`src/include/rimrb_pkg.sv`:
```
package rimrb_pkg;

    localparam int NUM_AI   = 4;
    localparam int NUM_DI   = 8;
    localparam int NUM_SAFE = 4;

    // discrete inputs
    localparam logic [15:0] ADDR_INPUT_LEVEL_BITS     = 16'h0000;
    localparam logic [15:0] ADDR_COUNTER_OVERFLOW     = 16'h03e8;
    localparam logic [15:0] ADDR_SAFE_FLAG            = 16'h1010;
    // coils
    localparam logic [15:0] ADDR_COUNTER_RUN_CONTROL  = 16'h0100;
    localparam logic [15:0] ADDR_COUNTER_RESET_COIL   = 16'h0110;
    localparam logic [15:0] ADDR_COUNTER_OVF_CLEAR    = 16'h0120;
    localparam logic [15:0] ADDR_OUTPUT_SAFE_CLEAR    = 16'h1020;
    localparam logic [15:0] ADDR_ANALOG_MIN_RESET     = 16'h1031;
    localparam logic [15:0] ADDR_ANALOG_MAX_RESET     = 16'h1039;
    // holding registers
    localparam logic [15:0] ADDR_ANALOG_RANGE_SELECT  = 16'h0220;
    localparam logic [15:0] ADDR_ANALOG_FAULT_SUBST   = 16'h0230;
    // input registers
    localparam logic [15:0] ADDR_INPUT_COUNTER_VALUE  = 16'h0010;
    localparam logic [15:0] ADDR_PACKED_INPUT_LEVELS  = 16'h0030;
    localparam logic [15:0] ADDR_ANALOG_RAW_VALUE     = 16'h0200;
    localparam logic [15:0] ADDR_ANALOG_SCALED_VALUE  = 16'h0208;
    localparam logic [15:0] ADDR_ANALOG_RAW_MINIMUM   = 16'h0210;
    localparam logic [15:0] ADDR_ANALOG_RAW_MAXIMUM   = 16'h0214;
    localparam logic [15:0] ADDR_ANALOG_SCALED_MIN    = 16'h0218;
    localparam logic [15:0] ADDR_ANALOG_SCALED_MAX    = 16'h0222;
    localparam logic [15:0] ADDR_ANALOG_CONDITION     = 16'h0240;

    // range codes
    localparam logic [15:0] RANGE_0_10V       = 16'h0000;
    localparam logic [15:0] RANGE_4_20MA      = 16'h0001;
    localparam logic [15:0] RANGE_0_20MA      = 16'h0002;
    localparam logic [15:0] RANGE_4_20MA_BURN = 16'h0004;
    // condition codes
    localparam logic [15:0] COND_NORMAL  = 16'h0000;
    localparam logic [15:0] COND_BURNOUT = 16'h0001;
    localparam logic [15:0] COND_OVER    = 16'h0002;
    localparam logic [15:0] COND_UNDER   = 16'h0003;

    // reset values
    localparam logic [15:0] RST_RANGE_SELECT = 16'h0000;
    localparam logic [31:0] RST_FAULT_SUBST  = 32'h0;
    localparam logic [31:0] RST_COUNTER      = 32'h0;
    localparam logic [15:0] RST_RAW_MIN      = 16'hffff;
    localparam logic [15:0] RST_RAW_MAX      = 16'h0000;
    localparam logic [31:0] RST_SCALED_MIN   = 32'hffff_ffff;
    localparam logic [31:0] RST_SCALED_MAX   = 32'h0;

    typedef enum logic [1:0] {
        SPACE_COIL,
        SPACE_DISCRETE,
        SPACE_HOLDING,
        SPACE_INPUT_REG
    } rimrb_space_t;

    typedef struct packed {
        rimrb_space_t space;
        logic         write;
        logic [15:0]  addr;
        logic [15:0]  wdata;
    } rimrb_req_t;

    typedef struct packed {
        logic        err;
        logic [15:0] rdata;
    } rimrb_rsp_t;

    typedef struct packed {
        logic        valid;
        logic        burnout;
        logic        over;
        logic        under;
        logic [15:0] raw;
        logic [31:0] scaled;
    } rimrb_ai_t;

endpackage : rimrb_pkg

```
`src/rtl/rimrb_register_bank.sv`:
```
module rimrb_register_bank
    import rimrb_pkg::*;
(
    // clock and reset
    input  wire logic                    sys_clk_in,
    input  wire logic                    rst_in,
    // modbus access port
    input  wire logic                    req_valid_in,
    input  wire rimrb_req_t              req_in,
    output logic                         rsp_valid_out,
    output rimrb_rsp_t                   rsp_out,
    // field side
    input  wire logic [NUM_DI-1:0]       di_level_in,
    input  wire rimrb_ai_t [NUM_AI-1:0]  ai_in,
    input  wire logic [NUM_SAFE-1:0]     safe_set_in,
    output logic [NUM_AI-1:0][15:0]      range_mode_out,
    output logic [NUM_SAFE-1:0]          safe_flag_out
);

    function automatic logic hit(input logic [15:0] a,
                                 input logic [15:0] base,
                                 input int          len);
        logic [16:0] lim;
        lim = {1'b0, base} + 17'(len);
        return ({1'b0, a} >= {1'b0, base}) && ({1'b0, a} < lim);
    endfunction : hit

    function automatic logic [15:0] half(input logic [31:0] v,
                                         input logic        low);
        return low ? v[15:0] : v[31:16];
    endfunction : half

    function automatic logic range_ok(input logic [15:0] code);
        return code == RANGE_0_10V || code == RANGE_4_20MA ||
               code == RANGE_0_20MA || code == RANGE_4_20MA_BURN;
    endfunction : range_ok

    // state
    logic [NUM_DI-1:0]       di_prev_reg;
    logic [NUM_DI-1:0]       run_reg;
    logic [NUM_DI-1:0]       ovf_reg;
    logic [NUM_DI-1:0][31:0] count_reg;
    logic [NUM_SAFE-1:0]     safe_reg;
    logic [NUM_AI-1:0][15:0] range_reg;
    logic [NUM_AI-1:0][31:0] subst_reg;
    logic [NUM_AI-1:0][15:0] raw_reg;
    logic [NUM_AI-1:0][31:0] scaled_reg;
    logic [NUM_AI-1:0][15:0] cond_reg;
    logic [NUM_AI-1:0][15:0] raw_min_reg;
    logic [NUM_AI-1:0][15:0] raw_max_reg;
    logic [NUM_AI-1:0][31:0] scl_min_reg;
    logic [NUM_AI-1:0][31:0] scl_max_reg;
    rimrb_rsp_t              rsp_next;

    // write strobes from decode
    logic [NUM_DI-1:0]       run_wr;
    logic [NUM_DI-1:0]       cnt_rst;
    logic [NUM_DI-1:0]       ovf_clr;
    logic [NUM_SAFE-1:0]     safe_clr;
    logic [NUM_AI-1:0]       min_rst;
    logic [NUM_AI-1:0]       max_rst;
    logic [NUM_AI-1:0]       range_wr;
    logic [NUM_AI-1:0]       subst_hi_wr;
    logic [NUM_AI-1:0]       subst_lo_wr;

    logic [NUM_AI-1:0][31:0] scaled_rep;
    logic [15:0]             ad;
    logic [15:0]             off;
    logic                    wr;
    logic                    bit1;

    // burnout substitution of the reported scaled value
    always_comb begin
        for (int c = 0; c < NUM_AI; c++) begin
            scaled_rep[c] = (cond_reg[c] == COND_BURNOUT) ?
                            subst_reg[c] : scaled_reg[c];
        end
    end

    // address decode, read data and write strobes
    always_comb begin
        rsp_next    = '0;
        run_wr      = '0;
        cnt_rst     = '0;
        ovf_clr     = '0;
        safe_clr    = '0;
        min_rst     = '0;
        max_rst     = '0;
        range_wr    = '0;
        subst_hi_wr = '0;
        subst_lo_wr = '0;
        off         = '0;
        ad          = req_in.addr;
        wr          = req_valid_in && req_in.write;
        bit1        = req_in.wdata[0];
        case (req_in.space)
            SPACE_COIL: begin
                if (hit(ad, ADDR_COUNTER_RUN_CONTROL, NUM_DI)) begin
                    off = ad - ADDR_COUNTER_RUN_CONTROL;
                    rsp_next.rdata = {15'h0, run_reg[off[2:0]]};
                    run_wr[off[2:0]] = wr;
                end else if (hit(ad, ADDR_COUNTER_RESET_COIL, NUM_DI)) begin
                    off = ad - ADDR_COUNTER_RESET_COIL;
                    cnt_rst[off[2:0]] = wr && bit1;
                end else if (hit(ad, ADDR_COUNTER_OVF_CLEAR, NUM_DI)) begin
                    off = ad - ADDR_COUNTER_OVF_CLEAR;
                    ovf_clr[off[2:0]] = wr && bit1;
                end else if (hit(ad, ADDR_OUTPUT_SAFE_CLEAR, NUM_SAFE)) begin
                    off = ad - ADDR_OUTPUT_SAFE_CLEAR;
                    safe_clr[off[1:0]] = wr && bit1;
                end else if (hit(ad, ADDR_ANALOG_MIN_RESET, NUM_AI)) begin
                    off = ad - ADDR_ANALOG_MIN_RESET;
                    min_rst[off[1:0]] = wr && bit1;
                end else if (hit(ad, ADDR_ANALOG_MAX_RESET, NUM_AI)) begin
                    off = ad - ADDR_ANALOG_MAX_RESET;
                    max_rst[off[1:0]] = wr && bit1;
                end else begin
                    rsp_next.err = 1'b1;
                end
            end
            SPACE_DISCRETE: begin
                if (req_in.write) begin
                    rsp_next.err = 1'b1;
                end else if (hit(ad, ADDR_INPUT_LEVEL_BITS, NUM_DI)) begin
                    off = ad - ADDR_INPUT_LEVEL_BITS;
                    rsp_next.rdata = {15'h0, di_prev_reg[off[2:0]]};
                end else if (hit(ad, ADDR_COUNTER_OVERFLOW, NUM_DI)) begin
                    off = ad - ADDR_COUNTER_OVERFLOW;
                    rsp_next.rdata = {15'h0, ovf_reg[off[2:0]]};
                end else if (hit(ad, ADDR_SAFE_FLAG, NUM_SAFE)) begin
                    off = ad - ADDR_SAFE_FLAG;
                    rsp_next.rdata = {15'h0, safe_reg[off[1:0]]};
                end else begin
                    rsp_next.err = 1'b1;
                end
            end
            SPACE_HOLDING: begin
                if (hit(ad, ADDR_ANALOG_RANGE_SELECT, NUM_AI)) begin
                    off = ad - ADDR_ANALOG_RANGE_SELECT;
                    if (req_in.write && !range_ok(req_in.wdata)) begin
                        rsp_next.err = 1'b1;
                    end else begin
                        rsp_next.rdata = range_reg[off[1:0]];
                        range_wr[off[1:0]] = wr;
                    end
                end else if (hit(ad, ADDR_ANALOG_FAULT_SUBST,
                                 2 * NUM_AI)) begin
                    off = ad - ADDR_ANALOG_FAULT_SUBST;
                    rsp_next.rdata = half(subst_reg[off[2:1]], off[0]);
                    subst_hi_wr[off[2:1]] = wr && !off[0];
                    subst_lo_wr[off[2:1]] = wr && off[0];
                end else begin
                    rsp_next.err = 1'b1;
                end
            end
            default: begin
                if (req_in.write) begin
                    rsp_next.err = 1'b1;
                end else if (hit(ad, ADDR_INPUT_COUNTER_VALUE,
                                 2 * NUM_DI)) begin
                    off = ad - ADDR_INPUT_COUNTER_VALUE;
                    rsp_next.rdata = half(count_reg[off[3:1]], off[0]);
                end else if (ad == ADDR_PACKED_INPUT_LEVELS) begin
                    rsp_next.rdata = {8'h00, di_prev_reg};
                end else if (hit(ad, ADDR_ANALOG_RAW_VALUE, NUM_AI)) begin
                    off = ad - ADDR_ANALOG_RAW_VALUE;
                    rsp_next.rdata = raw_reg[off[1:0]];
                end else if (hit(ad, ADDR_ANALOG_SCALED_VALUE,
                                 2 * NUM_AI)) begin
                    off = ad - ADDR_ANALOG_SCALED_VALUE;
                    rsp_next.rdata = half(scaled_rep[off[2:1]], off[0]);
                end else if (hit(ad, ADDR_ANALOG_RAW_MINIMUM, NUM_AI)) begin
                    off = ad - ADDR_ANALOG_RAW_MINIMUM;
                    rsp_next.rdata = raw_min_reg[off[1:0]];
                end else if (hit(ad, ADDR_ANALOG_RAW_MAXIMUM, NUM_AI)) begin
                    off = ad - ADDR_ANALOG_RAW_MAXIMUM;
                    rsp_next.rdata = raw_max_reg[off[1:0]];
                end else if (hit(ad, ADDR_ANALOG_SCALED_MIN,
                                 2 * NUM_AI)) begin
                    off = ad - ADDR_ANALOG_SCALED_MIN;
                    rsp_next.rdata = half(scl_min_reg[off[2:1]], off[0]);
                end else if (hit(ad, ADDR_ANALOG_SCALED_MAX,
                                 2 * NUM_AI)) begin
                    off = ad - ADDR_ANALOG_SCALED_MAX;
                    rsp_next.rdata = half(scl_max_reg[off[2:1]], off[0]);
                end else if (hit(ad, ADDR_ANALOG_CONDITION, NUM_AI)) begin
                    off = ad - ADDR_ANALOG_CONDITION;
                    rsp_next.rdata = cond_reg[off[1:0]];
                end else begin
                    rsp_next.err = 1'b1;
                end
            end
        endcase
        if (!req_valid_in) begin
            rsp_next = '0;
        end
    end

    // answer one cycle after the request
    always_ff @(posedge sys_clk_in or posedge rst_in) begin
        if (rst_in) begin
            rsp_valid_out <= 1'b0;
            rsp_out       <= '0;
        end else begin
            rsp_valid_out <= req_valid_in;
            rsp_out       <= rsp_next;
        end
    end

    // digital input sampling
    always_ff @(posedge sys_clk_in or posedge rst_in) begin
        if (rst_in) begin
            di_prev_reg <= '0;
        end else begin
            di_prev_reg <= di_level_in;
        end
    end

    // counter run control
    always_ff @(posedge sys_clk_in or posedge rst_in) begin
        if (rst_in) begin
            run_reg <= '0;
        end else begin
            for (int i = 0; i < NUM_DI; i++) begin
                if (run_wr[i]) begin
                    run_reg[i] <= req_in.wdata[0];
                end
            end
        end
    end

    // rising-edge counters and overflow flags
    always_ff @(posedge sys_clk_in or posedge rst_in) begin
        if (rst_in) begin
            count_reg <= '{default: RST_COUNTER};
            ovf_reg   <= '0;
        end else begin
            for (int i = 0; i < NUM_DI; i++) begin
                if (cnt_rst[i]) begin
                    count_reg[i] <= RST_COUNTER;
                end else if (run_reg[i] && di_level_in[i] &&
                             !di_prev_reg[i]) begin
                    count_reg[i] <= count_reg[i] + 32'h1;
                end
                // set wins over clear
                if (!cnt_rst[i] && run_reg[i] && di_level_in[i] &&
                    !di_prev_reg[i] && (&count_reg[i])) begin
                    ovf_reg[i] <= 1'b1;
                end else if (ovf_clr[i]) begin
                    ovf_reg[i] <= 1'b0;
                end
            end
        end
    end

    // peer safe-mode flags, set wins over clear
    always_ff @(posedge sys_clk_in or posedge rst_in) begin
        if (rst_in) begin
            safe_reg <= '0;
        end else begin
            for (int i = 0; i < NUM_SAFE; i++) begin
                if (safe_set_in[i]) begin
                    safe_reg[i] <= 1'b1;
                end else if (safe_clr[i]) begin
                    safe_reg[i] <= 1'b0;
                end
            end
        end
    end

    // range select and burnout substitute words
    always_ff @(posedge sys_clk_in or posedge rst_in) begin
        if (rst_in) begin
            range_reg <= '{default: RST_RANGE_SELECT};
            subst_reg <= '{default: RST_FAULT_SUBST};
        end else begin
            for (int c = 0; c < NUM_AI; c++) begin
                if (range_wr[c]) begin
                    range_reg[c] <= req_in.wdata;
                end
                if (subst_hi_wr[c]) begin
                    subst_reg[c][31:16] <= req_in.wdata;
                end
                if (subst_lo_wr[c]) begin
                    subst_reg[c][15:0] <= req_in.wdata;
                end
            end
        end
    end

    // conversion capture and channel condition
    always_ff @(posedge sys_clk_in or posedge rst_in) begin
        if (rst_in) begin
            raw_reg    <= '0;
            scaled_reg <= '0;
            cond_reg   <= '{default: COND_NORMAL};
        end else begin
            for (int c = 0; c < NUM_AI; c++) begin
                if (ai_in[c].valid) begin
                    raw_reg[c]    <= ai_in[c].raw;
                    scaled_reg[c] <= ai_in[c].scaled;
                    if (range_reg[c] == RANGE_4_20MA_BURN &&
                        ai_in[c].burnout) begin
                        cond_reg[c] <= COND_BURNOUT;
                    end else if (ai_in[c].over) begin
                        cond_reg[c] <= COND_OVER;
                    end else if (ai_in[c].under) begin
                        cond_reg[c] <= COND_UNDER;
                    end else begin
                        cond_reg[c] <= COND_NORMAL;
                    end
                end
            end
        end
    end

    // minimum tracking, reset restarts from the last capture
    always_ff @(posedge sys_clk_in or posedge rst_in) begin
        if (rst_in) begin
            raw_min_reg <= '{default: RST_RAW_MIN};
            scl_min_reg <= '{default: RST_SCALED_MIN};
        end else begin
            for (int c = 0; c < NUM_AI; c++) begin
                if (min_rst[c]) begin
                    raw_min_reg[c] <= raw_reg[c];
                    scl_min_reg[c] <= scaled_reg[c];
                end else if (ai_in[c].valid) begin
                    if (ai_in[c].raw < raw_min_reg[c]) begin
                        raw_min_reg[c] <= ai_in[c].raw;
                    end
                    if (ai_in[c].scaled < scl_min_reg[c]) begin
                        scl_min_reg[c] <= ai_in[c].scaled;
                    end
                end
            end
        end
    end

    // maximum tracking
    always_ff @(posedge sys_clk_in or posedge rst_in) begin
        if (rst_in) begin
            raw_max_reg <= '{default: RST_RAW_MAX};
            scl_max_reg <= '{default: RST_SCALED_MAX};
        end else begin
            for (int c = 0; c < NUM_AI; c++) begin
                if (max_rst[c]) begin
                    raw_max_reg[c] <= raw_reg[c];
                    scl_max_reg[c] <= scaled_reg[c];
                end else if (ai_in[c].valid) begin
                    if (ai_in[c].raw > raw_max_reg[c]) begin
                        raw_max_reg[c] <= ai_in[c].raw;
                    end
                    if (ai_in[c].scaled > scl_max_reg[c]) begin
                        scl_max_reg[c] <= ai_in[c].scaled;
                    end
                end
            end
        end
    end

    assign range_mode_out = range_reg;
    assign safe_flag_out  = safe_reg;

endmodule : rimrb_register_bank

```
`config.mk`:
```
export PLATFORM = sky130hd
export DESIGN_NAME = rimrb_register_bank
export DESIGN_NICKNAME = d
export VERILOG_FILES = /design/src/include/rimrb_pkg.sv /design/src/rtl/rimrb_register_bank.sv
export SDC_FILE = /design/constraint.sdc
export NUM_CORES = 2
export LEC_CHECK = 0
export ABC_AREA = 0
export ABC_CLOCK_PERIOD_IN_PS = 32600
export BUFFER_PORTS_ARGS = -buffer_cell sky130_fd_sc_hd__buf_2
export CORE_MARGIN = 2
export CORE_UTILIZATION = 28
export CTS_BUF_LIST = sky130_fd_sc_hd__clkbuf_16
export CTS_CLUSTER_SIZE = 24
export DETAILED_ROUTE_END_ITERATION = 7
export SETUP_SLACK_MARGIN = 0.15
export SLEW_MARGIN = 20
export SYNTH_ARGS = -nofsm -noshare
export SYNTH_HDL_FRONTEND = slang
export SYNTH_SLANG_ARGS = --single-unit
```
`constraint.sdc`:
```
create_clock -name sys_clk_in -period 32.6 [get_ports sys_clk_in]
set_clock_uncertainty 0.2 [all_clocks]
set_input_delay 4.89 -clock sys_clk_in [delete_from_list [all_inputs] [get_ports sys_clk_in]]
set_output_delay 4.89 -clock sys_clk_in [all_outputs]
set_load 0.01 [all_outputs]
```
==> results.txt <==
----------------------------------------------------
[STA]
  Total count of max-transition violations in the final report ... 0
  Min Clock Period, post-route ... 8436 ps
  Final setup fails ... 0
  Period utilization ... 25.88%
  Post-route setup TNS ... 0 ps
  Setup slack after layout ... 24160 ps
  Setup repair after global routing missed its margin ... false
  Count of endpoints failing hold in the final timing report ... 0
  Tightest Pin Transition ... 1180 ps
  Headroom to the max-slew limit ... 21.13%
  Worst hold margin ... 278.7 ps
  Peak clock frequency supported by timing ... 0.1185 GHz

[Hold path]
  Hold Crit Start ... raw_reg[4]
  Count of cells along the worst hold path ... 2
  Worst min-delay path class ... reg2reg
  Worst-case hold path end point ... raw_min_reg[4]

[Status]
  Status ... complete, but fails checks
  Violations in the final reports ... design-rule violations

[Placement]
  Number of buffer cells added on primary ports ... 343
  Post-placement worst setup slack ... 23490 ps
  Post-DP HPWL ... 210.6 mm
  Routability congestion estimate from global placement ... 1.039

[Layout]
  Proportion of layout cells with a drive suffix above 1 ... 22.06%
  Layout area overhead ... 14.20%
  Most frequent cells in the layout ... 886 x sky130_fd_sc_hd__dfrtp_1, 708 x sky130_fd_sc_hd__nor2_1, 516 x sky130_fd_sc_hd__mux2i_1
  Net count reported at finish ... 7077
  Utilization of the core after routing ... 32.13%
  Filler cells ... 23.58k
  Reg area ... 27220 sq um
  Most frequent standard cell in the layout excluding fill and tap cells ... sky130_fd_sc_hd__dfrtp_1
  Multi-input combinational cell area ... 35650 sq um
  Largest register FFs ... 256

[Setup path]
  Data arrival time at the worst-slack endpoint ... 8860 ps
  WS Path Type ... in2reg
  Top Family by Delay on Critical Path ... adder cells
  Cell with the largest stage delay on the worst path ... sky130_fd_sc_hd__ha_2
  Cell repeated most along the worst path ... sky130_fd_sc_hd__o221ai_1
  Slack of the worst reg-to-reg path ... 28030 ps
  Startpoint types ... primary input
  Cell depth of the worst flop-to-flop path ... 12
  Data required, critical path ... 33030 ps
  Maximum fanout along the worst path ... 52
  Worst reg2reg path startpoint ... scl_min_reg[1]
  Buffers & Inverters on Critical Path ... 2
  Worst r2r dst ... scl_min_reg[27]
  CP cell instances ... clkbuf_8 > inv_2 > ha_2 > mux4_2 > mux2i_1 > o221ai_1 > o221ai_1 > nand2_1 > a2111oi_0 > o211ai_1 > and3_1
  Crit path from ... req_in[18]
  Crit. End Element ... flip-flop
  Delay of the slowest cell on the worst path ... 1110 ps

[Yosys]
  Register area share after synthesis ... 41.60%
  Share of the synthesized area in the top cell type ... 33.89%
  Post-Synthesis Cell Area ... 65430 sq um
  Avg Cell Area, Syn ... 10.55 sq um
  Yosys warning total ... 0
  Most frequently used flop master after synthesis ... sky130_fd_sc_hd__dfrtp_1
  Synthesized netlist cell count ... 6199
  Number of flops mapped to enable cells by yosys ... 0
  Synthesis-stage register bit count ... 1078
  Number of nets produced by synthesis ... 6845
  Synth top area cells ... sky130_fd_sc_hd__dfrtp_1 34%, sky130_fd_sc_hd__mux4_2 8.8%, sky130_fd_sc_hd__mux2i_1 7.9%
  Distinct cells, synth ... 76
  Synth area leader ... sky130_fd_sc_hd__dfrtp_1
  Async SR Flop Fraction ... 100.0%

[CTS]
  Clock insertion delay at the later pin of the skew report ... 850 ps
  H-tree depth ... 3
  Number of buffers created by CTS ... 121
  CTS tree ... yes
  Hold-fix buffers, CTS ... 0
  Clock Tree Root ... sky130_fd_sc_hd__clkbuf_16
  Clk sink count ... 1078
  Clock Tree Buf Depth ... 3
  Post-cts gate resize count ... 0
  Clock input transition at the sequential cells of the worst setup and hold paths ... 60 ps
  Buffers inserted by post-CTS timing repair ... 0

[Die]
  Die X ... 487.4 microns
  Placeable core region ... 232500 sq um
  Initial core utilization ... 28.14%
  Vertical die dimension ... 487.4 microns
  Die area ... 237600 sq um
  Number of top-level pins ... 344
  Number of cell rows ... 177

[Power and ir drop]
  Part of the power in registers ... 42.6%
  Worst ir drop on vdd ... 0.00005422 V
  Areal power density over the cells ... 68.80 nW/um^2
  Sw power ... 1.944 mW
  Post-layout power ... 5.140 mW
  Combinational Power Share ... 30.3%
  Pint ... 3.196 mW
  Leakage ... 34.68 nW
  Sw Ratio ... 37.83%
  Part of the total power dissipated in the clock network ... 27.2%

[Routing]
  Violation count after the first detailed-route iteration ... 5991
  DRC viols ... 29
  WL/cell ... 28.61 microns
  DR vias ... 52.94k
  Post-detailed-route count of antenna-violating nets ... 0
  Number of optimization iterations in the first detailed-route pass ... 8
  Wirelength, routed ... 275.1 mm
  Via count normalized by instance count ... 5.506

[Job]
  Max_cap viols ... 0

[GRT]
  Maximum number of pins on one net before global-route repair ... 171
  Initial antenna violation count ... 125
  Total global routing track utilization ... 22.58%
  Total congestion overflow after global routing ... 0
  Vias in the first global route ... 50.49k
  First-pass GRT wire length ... 385.5 mm

----------------------------------------------------
==> cell families (layout without fill, tap and decap cells) <==
| kind of cell | Yosys count | in the layout | share of synthesized area, % |
|---|---|---|---|
| compound gates | 964 | 964 | 8.814 |
| buf+inv | 723 | 1061 | 4.374 |
| simple gates | 1698 | 1698 | 12.05 |
| other cells | 0 | 35 | 0 |
| xor+xnor | 232 | 232 | 3.106 |
| fa+ha+maj | 388 | 388 | 7.420 |
| mux | 1116 | 1116 | 22.64 |
| flops | 1078 | 1078 | 41.60 |
==> layout make-up <==
cell class              instances  area share, %
multi-input cells            4398          47.71
flip-flops and latches       1078          36.42
well taps                    3043          5.096
clock buffers                 121          4.052
repair buffers                418          3.232
inverters                     414          2.088
clock inverters               108          1.276
diodes                         35         0.1172
==> metrics by stage <==
step           instances  area [sq um]
2_1_floorplan       6199         65430
3_3_place_gp        9350         70610
3_5_place_dp        9350         70610
4_1_cts             9579         74590
5_1_grt             9602         74690
6_report            9615         74720
==> worst reg2reg max path, delay by kind of cell (launching register included) <==
family / cells / cell delay [ps]
mux: 1 / 250
buf+inv: 2 / 580
compound gates: 7 / 2430
fa+ha+maj: 1 / 260
flops: 1 / 560
simple gates: 1 / 160
==> how the worst max path moves through the flow <==
stage,cells after the start,end,slack [ps]
floorplan,1,cond_reg[0],12800
global placement,11,rsp_out[0],23540
detailed placement,11,rsp_out[0],23490
CTS,11,rsp_out[0],24260
global route,11,rsp_out[0],23850
finish,11,rsp_out[0],24160
==> power by group through the flow <==
stage	Clock [mW]	Combinational, mW	Sequential (mW)
after floorplan	0	1.12	1.87
after global placement	0	1.48	2.18
after detailed placement	0	1.53	2.18
after CTS	1.41	1.54	2.16
after global routing	1.47	1.72	2.18
final	1.40	1.56	2.19
==> Yosys cell counts (34+ instances only) <==
library cell	instances
sky130_fd_sc_hd__and3_1	55
sky130_fd_sc_hd__a211oi_1	46
sky130_fd_sc_hd__o21ai_0	177
sky130_fd_sc_hd__a31oi_1	34
sky130_fd_sc_hd__buf_2	82
sky130_fd_sc_hd__nand4_1	112
sky130_fd_sc_hd__nor3_1	41
sky130_fd_sc_hd__nand3_1	141
sky130_fd_sc_hd__xor2_1	162
sky130_fd_sc_hd__mux4_2	256
sky130_fd_sc_hd__inv_1	411
sky130_fd_sc_hd__mux2_2	341
sky130_fd_sc_hd__a21oi_1	457
sky130_fd_sc_hd__mux2i_1	516
sky130_fd_sc_hd__clkbuf_1	190
sky130_fd_sc_hd__dfstp_2	192
sky130_fd_sc_hd__nor2b_1	114
sky130_fd_sc_hd__nand2_1	364
sky130_fd_sc_hd__a21o_1	51
sky130_fd_sc_hd__xnor2_1	70
sky130_fd_sc_hd__dfrtp_1	886
sky130_fd_sc_hd__nor2_1	716
sky130_fd_sc_hd__ha_1	388
==> layer usage <==
layer  vias to the layer above  wire (microns)  GRT usage [%]  part of all wire (%)
met1                     26770          108400          28.68                    39
met3                       754           27730          6.954                    10
met2                      2604          116700          32.73                    42
met4                        66           21810          15.45                   7.9
met5                         -             406              0                  0.15
li1                      22750               -              -                     -
Note: power is estimated with default switching activity, not from simulation.
